[config.mk]
export PLATFORM = sky130hd
export DESIGN_NAME = phase_shed_and_sense_config_regs
export DESIGN_NICKNAME = d
export VERILOG_FILES = /design/src/verilog/shed_cfg_pkg.sv /design/src/verilog/phase_shed_and_sense_config_regs.sv
export SDC_FILE = /design/constraint.sdc
export NUM_CORES = 1
export LEC_CHECK = 0
export ABC_AREA = 1
export BUFFER_PORTS_ARGS = -buffer_cell sky130_fd_sc_hd__buf_4
export CORE_MARGIN = 3
export CORE_UTILIZATION = 56
export DETAILED_ROUTE_END_ITERATION = 7
export PLACE_DENSITY = 0.78
export RECOVER_POWER = 25
export SKIP_CTS_REPAIR_TIMING = 1
export SLEW_MARGIN = 10
export SYNTH_ARGS = -nofsm -noshare
export SYNTH_HDL_FRONTEND = slang
export SYNTH_SLANG_ARGS = --single-unit
[constraint.sdc]
create_clock -name clk -period 2.4 [get_ports clk]
set_input_delay 0.48 -clock clk [delete_from_list [all_inputs] [get_ports clk]]
set_output_delay 0.48 -clock clk [all_outputs]
set_load 0.01 [all_outputs]
[src/verilog/shed_cfg_pkg.sv]
// Purpose: Shared constants and types of the phase shed and sense config bank
// Assumes: 100 MHz clock, APB with 32-bit data, one register per aligned word
// Notes:   Register offsets are word indices; byte address is four times index
package shed_cfg_pkg;
  // ---------------------------------------------------------------------------
  // Register map (word indices)
  // ---------------------------------------------------------------------------
  localparam logic [9:0] IDX_KEY      = 10'h000;
  localparam logic [9:0] IDX_OVERRIDE = 10'h02d;
  localparam logic [9:0] IDX_SHED     = 10'h04a;
  localparam logic [9:0] IDX_SCRATCH  = 10'h04b;
  localparam logic [9:0] IDX_FILTER   = 10'h04c;
  localparam logic [9:0] IDX_OCP      = 10'h04d;
  localparam logic [7:0] LOCK_KEY     = 8'ha6;
  localparam int         OVERRIDE_BIT = 2;
  // ---------------------------------------------------------------------------
  // Field positions and reset values
  // ---------------------------------------------------------------------------
  localparam int         DEGLITCH_LSB = 3;
  localparam int         PRECHG_LSB   = 0;
  localparam int         FILTER_LSB   = 5;
  localparam int         CCM_PD_LSB   = 2;
  localparam int         DEM_PD_LSB   = 0;
  localparam int         OCP_ANA_BIT  = 1;
  localparam int         OCP_DIG_BIT  = 0;
  localparam logic [5:0] SHED_RESET   = 6'h13;
  localparam logic [7:0] SCR_RESET    = 8'h00;
  localparam logic [6:0] FILT_RESET   = 7'h2a;
  localparam logic [1:0] OCP_RESET    = 2'h0;
  localparam logic [7:0] KEY_RESET    = 8'h00;
  localparam logic [7:0] OVR_RESET    = 8'h00;
  // ---------------------------------------------------------------------------
  // Timing
  // ---------------------------------------------------------------------------
  localparam int CLK_PERIOD_NS     = 10;
  localparam int DEGLITCH_STEP_NS  = 100;
  localparam int PRECHG_STEP_NS    = 100;
  localparam int DEM_TRISTATE_NS   = 40000;
  localparam int DEGLITCH_UNIT_CYC = (DEGLITCH_STEP_NS + CLK_PERIOD_NS - 1) / CLK_PERIOD_NS;
  localparam int PRECHG_UNIT_CYC   = (PRECHG_STEP_NS + CLK_PERIOD_NS - 1) / CLK_PERIOD_NS;
  localparam int DEM_TRISTATE_CYC  = (DEM_TRISTATE_NS + CLK_PERIOD_NS - 1) / CLK_PERIOD_NS;
  // ---------------------------------------------------------------------------
  // Types
  // ---------------------------------------------------------------------------
  typedef enum logic [1:0] {PIN_LOW = 2'b00, PIN_MID = 2'b01, PIN_HIGH = 2'b10} pin_level_t;
  typedef enum logic [2:0] {SH_IDLE = 3'b001, SH_QUALIFY = 3'b010, SH_ACTIVE = 3'b100} shed_state_t;
  typedef struct packed {
    logic [1:0] filter_sel;
    logic [2:0] ccm_pulldown_sel;
    logic [1:0] dem_pulldown_sel;
    logic       ocp_analog_en;
    logic       ocp_digital_flag_en;
  } sense_cfg_t;
endpackage
[src/verilog/phase_shed_and_sense_config_regs.sv]
// Purpose: Configuration bank for phase shedding, precharge pulse and sensing
// Assumes: Inputs synchronous to clk; APB master keeps the protocol
// Notes:   Zero wait state slave; unmapped words answer with pslverr
// Operation
// - Enter shedding after mid level outlasts deglitch
// - Deglitch code doubles from 0.1 us
// - Added phase drives low for programmed time
// - Shed register writable: unlocked and pin high/override
// - Scratch register, no effect, unlocked writes only
// - Reference filter delay select, default 25 us
// - Continuous pull-down current select, default 0.2 mA
// - Discontinuous pull-down after 40 us tri-state
// - Filter register writable only when unlocked
// - Analog overcurrent enable bit, reset zero
// - Digital overcurrent flag enable, reset zero
// - Overcurrent register writable only when unlocked
`timescale 1ns/10ps
module phase_shed_and_sense_config_regs
  import shed_cfg_pkg::*;
#(
  parameter int DEM_CYCLES = DEM_TRISTATE_CYC
) (
  // Clock and reset
  input  wire logic        clk,
  input  wire logic        reset_n,
  // APB slave
  input  wire logic        psel,
  input  wire logic        penable,
  input  wire logic        pwrite,
  input  wire logic [11:0] paddr,
  input  wire logic [31:0] pwdata,
  input  wire logic [3:0]  pstrb,
  output logic      [31:0] prdata,
  output logic             pready,
  output logic             pslverr,
  // Power stage status
  input  wire pin_level_t  power_state_pin,
  input  wire logic        phase_add,
  input  wire logic        discontinuous_conduction,
  input  wire logic        pwm_tristate,
  // Control outputs
  output logic             auto_shed_mode,
  output logic             precharge_low,
  output logic             dem_pulldown_on,
  output sense_cfg_t       sense_cfg
);

  // ---------------------------------------------------------------------------
  // Register storage
  // ---------------------------------------------------------------------------
  logic [7:0]  key;
  logic [7:0]  override_reg;
  logic [5:0]  shed_reg;
  logic [7:0]  scratch;
  logic [6:0]  filter_reg;
  logic [1:0]  ocp_reg;

  logic [9:0]  word_idx;
  logic        aligned;
  logic        wr_access;
  logic        wr_lane;
  logic        unlocked;
  logic        shed_wr_ok;
  logic        mapped;
  logic [31:0] next_prdata;

  assign word_idx   = paddr[11:2];
  assign aligned    = (paddr[1:0] == 2'b00);
  assign wr_access  = psel && penable && pwrite;
  assign wr_lane    = wr_access && pstrb[0] && aligned;
  assign unlocked   = (key != LOCK_KEY);
  assign shed_wr_ok = unlocked && ((power_state_pin == PIN_HIGH) || override_reg[OVERRIDE_BIT]);

  assign pready  = 1'b1;
  assign pslverr = psel && penable && !mapped;

  always_comb begin
    mapped      = aligned;
    next_prdata = 32'h0000_0000;
    case (word_idx)
      IDX_KEY:      next_prdata[7:0] = key;
      IDX_OVERRIDE: next_prdata[7:0] = override_reg;
      IDX_SHED:     next_prdata[5:0] = shed_reg;
      IDX_SCRATCH:  next_prdata[7:0] = scratch;
      IDX_FILTER:   next_prdata[6:0] = filter_reg;
      IDX_OCP:      next_prdata[1:0] = ocp_reg;
      default:      mapped = 1'b0;
    endcase
    if (!aligned) begin
      next_prdata = 32'h0000_0000;
    end
  end

  // Read data is a flip-flop loaded in the setup cycle, valid in the access cycle
  always_ff @(posedge clk or negedge reset_n) begin
    if (!reset_n) begin
      prdata <= 32'h0000_0000;
    end else if (psel && !penable && !pwrite) begin
      prdata <= next_prdata;
    end
  end

  // The key itself is never locked, otherwise the bank could never reopen
  always_ff @(posedge clk or negedge reset_n) begin
    if (!reset_n) begin
      key <= KEY_RESET;
    end else if (wr_lane && word_idx == IDX_KEY) begin
      key <= pwdata[7:0];
    end
  end

  always_ff @(posedge clk or negedge reset_n) begin
    if (!reset_n) begin
      override_reg <= OVR_RESET;
    end else if (wr_lane && word_idx == IDX_OVERRIDE && unlocked) begin
      override_reg <= pwdata[7:0];
    end
  end

  always_ff @(posedge clk or negedge reset_n) begin
    if (!reset_n) begin
      shed_reg <= SHED_RESET;
    end else if (wr_lane && word_idx == IDX_SHED && shed_wr_ok) begin
      shed_reg <= pwdata[5:0];
    end
  end

  // Scratch is read back only; nothing in the block looks at it
  always_ff @(posedge clk or negedge reset_n) begin
    if (!reset_n) begin
      scratch <= SCR_RESET;
    end else if (wr_lane && word_idx == IDX_SCRATCH && unlocked) begin
      scratch <= pwdata[7:0];
    end
  end

  always_ff @(posedge clk or negedge reset_n) begin
    if (!reset_n) begin
      filter_reg <= FILT_RESET;
    end else if (wr_lane && word_idx == IDX_FILTER && unlocked) begin
      filter_reg <= pwdata[6:0];
    end
  end

  always_ff @(posedge clk or negedge reset_n) begin
    if (!reset_n) begin
      ocp_reg <= OCP_RESET;
    end else if (wr_lane && word_idx == IDX_OCP && unlocked) begin
      ocp_reg <= pwdata[1:0];
    end
  end

  // ---------------------------------------------------------------------------
  // Configuration fields to the analog side
  // ---------------------------------------------------------------------------
  assign sense_cfg.filter_sel          = filter_reg[FILTER_LSB +: 2];
  assign sense_cfg.ccm_pulldown_sel    = filter_reg[CCM_PD_LSB +: 3];
  assign sense_cfg.dem_pulldown_sel    = filter_reg[DEM_PD_LSB +: 2];
  assign sense_cfg.ocp_analog_en       = ocp_reg[OCP_ANA_BIT];
  assign sense_cfg.ocp_digital_flag_en = ocp_reg[OCP_DIG_BIT];

  // ---------------------------------------------------------------------------
  // Auto shedding entry deglitch
  // ---------------------------------------------------------------------------
  shed_state_t shed_state;
  logic [9:0]  dg_cnt;
  logic [9:0]  dg_limit;
  logic [2:0]  dg_code;
  logic        pin_mid;

  assign pin_mid = (power_state_pin == PIN_MID);
  assign dg_code = shed_reg[DEGLITCH_LSB +: 3];

  // Code n waits unit times two to the n-1; code 0 means no wait
  always_comb begin
    dg_limit = 10'd0;
    if (dg_code != 3'd0) begin
      dg_limit = 10'(DEGLITCH_UNIT_CYC) << (dg_code - 3'd1);
    end
  end

  // Mid must hold for limit+1 samples, which is strictly longer than limit
  always_ff @(posedge clk or negedge reset_n) begin
    if (!reset_n) begin
      shed_state <= SH_IDLE;
      dg_cnt     <= 10'd0;
    end else begin
      case (shed_state)
        SH_IDLE: begin
          dg_cnt <= 10'd1;
          if (pin_mid) begin
            shed_state <= (dg_limit == 10'd0) ? SH_ACTIVE : SH_QUALIFY;
          end
        end
        SH_QUALIFY: begin
          if (!pin_mid) begin
            shed_state <= SH_IDLE;
          end else if (dg_cnt >= dg_limit) begin
            shed_state <= SH_ACTIVE;
          end else begin
            dg_cnt <= dg_cnt + 10'd1;
          end
        end
        SH_ACTIVE: begin
          if (!pin_mid) begin
            shed_state <= SH_IDLE;
          end
        end
        default: shed_state <= SH_IDLE;
      endcase
    end
  end

  assign auto_shed_mode = (shed_state == SH_ACTIVE);

  // ---------------------------------------------------------------------------
  // Precharge low pulse for an added phase
  // ---------------------------------------------------------------------------
  logic [6:0] pre_cnt;
  logic [6:0] pre_limit;

  assign pre_limit = 7'(PRECHG_UNIT_CYC) * 7'(shed_reg[PRECHG_LSB +: 3]);

  // A phase add during a running pulse is ignored; the pulse is not restarted
  always_ff @(posedge clk or negedge reset_n) begin
    if (!reset_n) begin
      precharge_low <= 1'b0;
      pre_cnt       <= 7'd0;
    end else if (precharge_low) begin
      if (pre_cnt <= 7'd1) begin
        precharge_low <= 1'b0;
      end
      pre_cnt <= pre_cnt - 7'd1;
    end else if (phase_add && auto_shed_mode && pre_limit != 7'd0) begin
      precharge_low <= 1'b1;
      pre_cnt       <= pre_limit;
    end
  end

  // ---------------------------------------------------------------------------
  // Discontinuous sense pull-down qualifier
  // ---------------------------------------------------------------------------
  logic [15:0] tri_cnt;

  always_ff @(posedge clk or negedge reset_n) begin
    if (!reset_n) begin
      tri_cnt         <= 16'd0;
      dem_pulldown_on <= 1'b0;
    end else if (!(pwm_tristate && discontinuous_conduction)) begin
      tri_cnt         <= 16'd0;
      dem_pulldown_on <= 1'b0;
    end else begin
      if (tri_cnt <= 16'(DEM_CYCLES)) begin
        tri_cnt <= tri_cnt + 16'd1;
      end
      dem_pulldown_on <= (tri_cnt >= 16'(DEM_CYCLES));
    end
  end

  logic [10:0] mid_run;
  logic [7:0]  pre_run;
  logic [7:0]  pre_seen;
  logic [16:0] tri_run;

  always_ff @(posedge clk or negedge reset_n) begin
    if (!reset_n) begin
      mid_run  <= 11'd0;
      pre_run  <= 8'd0;
      pre_seen <= 8'd0;
      tri_run  <= 17'd0;
    end else begin
      mid_run  <= !pin_mid ? 11'd0 : (mid_run == 11'h7ff ? mid_run : mid_run + 11'd1);
      pre_run  <= precharge_low ? pre_run + 8'd1 : 8'd0;
      pre_seen <= precharge_low ? pre_seen : {1'b0, pre_limit};
      tri_run  <= !(pwm_tristate && discontinuous_conduction) ? 17'd0 :
                  (tri_run[16] ? tri_run : tri_run + 17'd1);
    end
  end
endmodule  // phase_shed_and_sense_config_regs

==> results of run 1 <==
cell usage after synthesis (3+ instances only):
cell type,instances,share of area [%]
a22oi_1,3,0.43
buf_2,4,0.38
ha_1,18,4.3
clkbuf_1,3,0.21
nor2_4,7,1.5
nand3_1,68,6.4
nand2_2,6,0.71
a21oi_1,14,1.3
nor2_2,6,0.71
buf_4,26,3.7
nor2_1,65,4.6
nand2_4,3,0.64
nor3_1,13,1.2
inv_2,4,0.28
o21ai_1,10,0.95
dfrtp_1,78,37
xor2_1,7,1.2
nand4_1,11,1.3
nand2_1,228,16
dfstp_2,7,3.5
o21ai_0,40,3.8
inv_1,73,5.2
power breakdown:
| group | internal (mW) | leakage (nW) | switching (mW) | total, mW |
|---|---|---|---|---|
| sequential | 1.46 | 1.10 | 0.0257 | 1.49 |
| clock | 0.414 | 0.0866 | 0.540 | 0.954 |
| combinational | 0.100 | 1.98 | 0.238 | 0.338 |
| total | 1.98 | 3.17 | 0.804 | 2.78 |
per-layer routing:
metal  up-vias  share of wire (%)  track usage (%)
met5         -                  0                0
met4         0                1.7             7.07
met3        23                5.0             4.74
met2       150                 47             38.6
met1      2229                 46             33.7
li1       2388                  -                -
cells by family (layout without fill, tap and decap cells):
logic type,Yosys count,after routing,synth area share [%]
other,2,25,0.142
and+or+nand+nor,418,419,35.4
xor gates and xnor gates,7,7,1.16
adders and majority gates,18,18,4.26
AOI/OAI and AO/OA,77,77,8.08
DFF,85,85,40.4
buffers and inverters,116,152,10.6
metrics by stage:
| stage | TNS [ns] | std cells | total power, mW | setup WS [ns] | cell area, sq um |
|---|---|---|---|---|---|
| floorplan | 0 | 746 | 1.73 | 0.239 | 5370 |
| global placement | 0 | 873 | 1.84 | 0.163 | 5670 |
| detailed placement | 0 | 873 | 1.85 | 0.0843 | 5670 |
| CTS | 0 | 889 | 2.79 | 0.0664 | 5860 |
| global route | -0.0561 | 891 | 2.91 | -0.0210 | 5880 |
| finish | 0 | 891 | 2.78 | 0.157 | 5880 |
worst register-to-register path, cell delays in order (launching register included):
cell and delay (ns):
dfstp_2 0.62, nor2_1 0.08, nor2_1 0.14, o21ai_1 0.11
ha_1 0.31, a21oi_1 0.16, o21a_1 0.22, nand3_2 0.14
nand2_4 0.12, nand2_4 0.09, nand2_1 0.09, nand2_1 0.05
how the worst max path moves through the flow:
stage / start / to / slack [ns] / depth (start not counted)
after floorplan: shed_reg[3] / dg_cnt[2] / 0.24 / 15
after global placement: shed_reg[3] / dg_cnt[6] / 0.16 / 14
after detailed placement: shed_reg[3] / dg_cnt[6] / 0.08 / 10
after CTS: shed_reg[3] / dg_cnt[6] / 0.07 / 10
after global routing: shed_reg[4] / dg_cnt[9] / -0.02 / 11
final: shed_reg[4] / dg_cnt[2] / 0.16 / 11
area by class of cell:
type	instances	area share [%]
Multi-Input combinational cell	546	46.0
Clock inverter	5	0.702
Clock buffer	11	2.40
Tap cell	108	2.30
Timing Repair Buffer	55	7.00
Sequential cell	85	36.3
Inverter	81	5.28
==> run metrics, run 1 <==
status completed; worst endpoint data arrival time 2.49 ns; DIE AREA 0.0106 sq mm; TritonCTS Buffers 9; Seq/Total Area, Yosys 40.4%; Post-synth top flop dfrtp_1; Setup crit start kind flip-flop; gpl congestion 0.896; yosys warns 0; diodes inserted 0; MaxCap Viol Count 0; largest fanout on the critical path 9; CP delay by family, top simple AND/OR/NAND/NOR gates; Final setup viols 0; Initial Utilization 59.1%; Worst R2R Path Depth 11; Pleak 3.17 nW; Hold Crit Start pwdata[6]; Fin. Hold Viols 0; dpl hpwl 9150 microns; worst hold margin 0.358 ns; Fill cells 772; Residual DRC 0; end of the worst hold path filter_reg[6]; Final ANT Viol Nets 0; critical path capture point type flip-flop; largest net degree at the start of global routing 84; flops & latches, synth 85; commonest non-fill, non-tap cell in the layout nand2_1; CTS H-tree lvls 3; CP required 2.65 ns; CTS tree built; final WL 12,200 microns; initial antenna violation count 0; Mapped Area 0.00528 sq mm; maximum VDD drop 0.306 mV; Vias 4,790; CP cell instances nor2_1 -> nor2_1 -> o21ai_1 -> ha_1 -> a21oi_1 -> o21a_1 -> nand3_2 -> nand2_4 -> nand2_4 -> nand2_1 -> nand2_1; Cells after Synth 723; Root Driver clkbuf_8; skew final 0.0115 ns; clock slew at reported path FFs 0.09 ns; first-pass GRT wire length 20,400 microns; clk_lat worst skew 0.36 ns; Horiz. Die Dim 103 microns; max reg flops 16; EDFF count, synth 0; synthesized area per cell 7.31 sq um; FF+latch area 0.00214 sq mm; DR iter-0 viols 272; Highest Clock Rate 446 MHz; Netlist cell types 44; pwr dens 473 mW/mm^2; area delta synth->final 11.3%; Hold WC Path Type in2reg; Core Util, Final 65.8%; proportion of layout cells with a drive suffix above 1 15.1%; Critical R2R Capture dg_cnt[2]; grt ovf 0; crit path kind reg2reg; worst slew pin tran 1.10 ns; r2r setup slk 0.16 ns; # IOs 104; slowest CP cell dfstp_2; min cycle time layout 2.24 ns; commonest non-fill, non-tap cells in the layout 228 x nand2_1, 77 x dfrtp_1, 73 x inv_1; Clock Path Buffers 2; DR vias/cell 5.38; reg2reg start shed_reg[4]; Chip Height 103 microns; first-pass iteration count of the detailed router 6; # rows 34; aggregate global-route resource usage 24.2%; FFs w/ async S/R, synth 100%; IO buf count 51; clk sinks 85; Top reg by flops tri_cnt; hold depth 3; WP buf/inv 0; final slew viol count 0; Rel. slew slack 26.5%; Regs by FF count tri_cnt (16), dg_cnt (10); WL/cell 13.7 microns; max incr delay on CP 0.62 ns; NumNets Final 854; Core ar. 0.00893 sq mm; vias in the first global route 4,409; part of the cycle the worst path needs 93.4%; Multi-input gate area 0.00270 sq mm
(Power assumes the default switching activity.)
==> run 2: changes to the inputs <==
--- a/config.mk
+++ b/config.mk
@@ -8,9 +8,9 @@
 export ABC_AREA = 1
 export BUFFER_PORTS_ARGS = -buffer_cell sky130_fd_sc_hd__buf_4
 export CORE_MARGIN = 3
-export CORE_UTILIZATION = 56
+export CORE_UTILIZATION = 24
 export DETAILED_ROUTE_END_ITERATION = 7
-export PLACE_DENSITY = 0.78
+export PLACE_DENSITY = 0.38
 export RECOVER_POWER = 25
 export SKIP_CTS_REPAIR_TIMING = 1
 export SLEW_MARGIN = 10
==> run 2 against run 1 <==
Compared with the run above:
- routed wire length is 18% higher
- core utilization decreased by 37 points
- largest cell class unchanged
- total power increased by 15%
- clock-buffer cell count did not move
- global-route usage decreased by 12 points
- die area rose by 120%
- critical path depth unchanged
- clock skew hardly changed
- sequential power barely moved
- cell count increased by 19%
==> run metrics, run 2 (synthesis results as in run 1) <==
status completed; Fin. Hold Viols 0; diodes inserted 0; FF+latch area 0.00214 sq mm; largest fanout on the critical path 8; TritonCTS Buffers 9; end of the worst hold path override_reg[7]; hold depth 3; final WL 14,400 microns; max incr delay on CP 0.62 ns; worst slew pin tran 1.32 ns; Highest Clock Rate 462 MHz; commonest non-fill, non-tap cell in the layout nand2_1; Initial Utilization 24.7%; min cycle time layout 2.16 ns; NumNets Final 858; clock slew at reported path FFs 0.07 ns; CTS H-tree lvls 3; commonest non-fill, non-tap cells in the layout 228 x nand2_1, 77 x dfrtp_1, 73 x inv_1; Setup crit start kind flip-flop; area delta synth->final 17.5%; r2r setup slk 0.24 ns; clk_lat worst skew 0.35 ns; first-pass iteration count of the detailed router 5; gpl congestion 0.797; RSZ-0062 raised after global routing no; Root Driver clkbuf_16; Hold WC Path Type in2reg; skew final 0.0114 ns; Final setup viols 0; largest net degree at the start of global routing 49; Multi-input gate area 0.00268 sq mm; Residual DRC 0; final slew viol count 0; slowest CP cell dfstp_2; initial antenna violation count 0; Core Util, Final 29.1%; DR vias/cell 4.40; critical path capture point type flip-flop; vias in the first global route 4,542; Horiz. Die Dim 154 microns; aggregate global-route resource usage 12.5%; grt ovf 0; maximum VDD drop 0.276 mV; setup TNS 0 ns; Final ANT Viol Nets 0; CTS tree built; Core ar. 0.0214 sq mm; clk sinks 85; IO buf count 51; Pleak 3.24 nW; WL/cell 13.6 microns; Vias 4,668; # IOs 104; part of the cycle the worst path needs 90.2%; Regs by FF count tri_cnt (16), dg_cnt (10); max reg flops 16; first-pass GRT wire length 23,900 microns; Top reg by flops tri_cnt; Critical R2R Capture shed_state[2]; # rows 53; Chip Height 154 microns; WP buf/inv 0; Worst R2R Path Depth 11; Tot Pwr 3.21 mW; worst endpoint data arrival time 2.39 ns; Clock Path Buffers 2; reg2reg start shed_reg[4]; CP cell instances nor2_2 -> nor2_1 -> o21ai_0 -> ha_1 -> a21oi_1 -> o21a_1 -> nand2_1 -> nor2_1 -> nand2_1 -> nand2_1 -> nor2_1; pwr dens 517 mW/mm^2; proportion of layout cells with a drive suffix above 1 15.5%; DIE AREA 0.0238 sq mm; CP required 2.62 ns; CP delay by family, top simple AND/OR/NAND/NOR gates; Fill cells 2,334; crit path kind reg2reg; Rel. slew slack 12.0%; dpl hpwl 11,100 microns; DR iter-0 viols 185; Hold Crit Start pwdata[7]; MaxCap Viol Count 0
==> run 2: metal layers <==
| layer | track usage [%] | up-vias | part of all wire (%) | wire length (microns) |
|---|---|---|---|---|
| li1 | - | 2387 | - | - |
| met1 | 17.2 | 2173 | 48 | 6900 |
| met2 | 19.7 | 99 | 46 | 6590 |
| met3 | 3.44 | 9 | 5.6 | 802 |
| met4 | 2.73 | 0 | 0.87 | 126 |
| met5 | 0 | - | 0 | 0 |
==> run 2: per-stage QoR <==
step	setup WS [ns]	area, sq um	instances	hold slack, ns
after CTS	0.164	6210	1062	0.0345
final	0.235	6210	1062	0.375
after global routing	0.0265	6210	1062	0.366
after floorplan	0.239	5370	746	0.184
after detailed placement	0.190	5930	1046	0.419
after global placement	0.173	5930	1046	0.411
==> run 2: worst max-delay path by stage <==
stage,from,endpoint,slack [ns],cells after the start
floorplan,shed_reg[3],dg_cnt[2],0.24,15
global placement,shed_reg[3],dg_cnt[0],0.17,10
detailed placement,shed_reg[3],shed_state[2],0.19,14
CTS,shed_reg[3],shed_state[2],0.16,10
global route,shed_reg[4],shed_state[2],0.03,14
finish,shed_reg[4],shed_state[2],0.24,11
==> run 2: cell type report <==
class                      count  area share (%)
tap                          275            5.54
clock inverter                 5           0.685
sequential                    85            34.4
multi-input combinational    545            43.2
inverter                      81            5.00
timing repair buffer          60            7.20
clock buffer                  11            3.91
==> run 2: worst register-to-register path, stage by stage, from the launching register on <==
cell,delay [ns]
dfstp_2,0.62
nor2_2,0.07
nor2_1,0.12
o21ai_0,0.12
ha_1,0.31
a21oi_1,0.15
o21a_1,0.15
nand2_1,0.05
nor2_1,0.19
nand2_1,0.14
nand2_1,0.08
nor2_1,0.04
==> run 2: power breakdown <==
part | total, mW | leakage, nW | internal (mW) | switching (mW)
sequential | 1.49 | 1.10 | 1.46 | 0.0246
combinational | 0.357 | 2.00 | 0.109 | 0.248
clock | 1.36 | 0.137 | 0.742 | 0.619
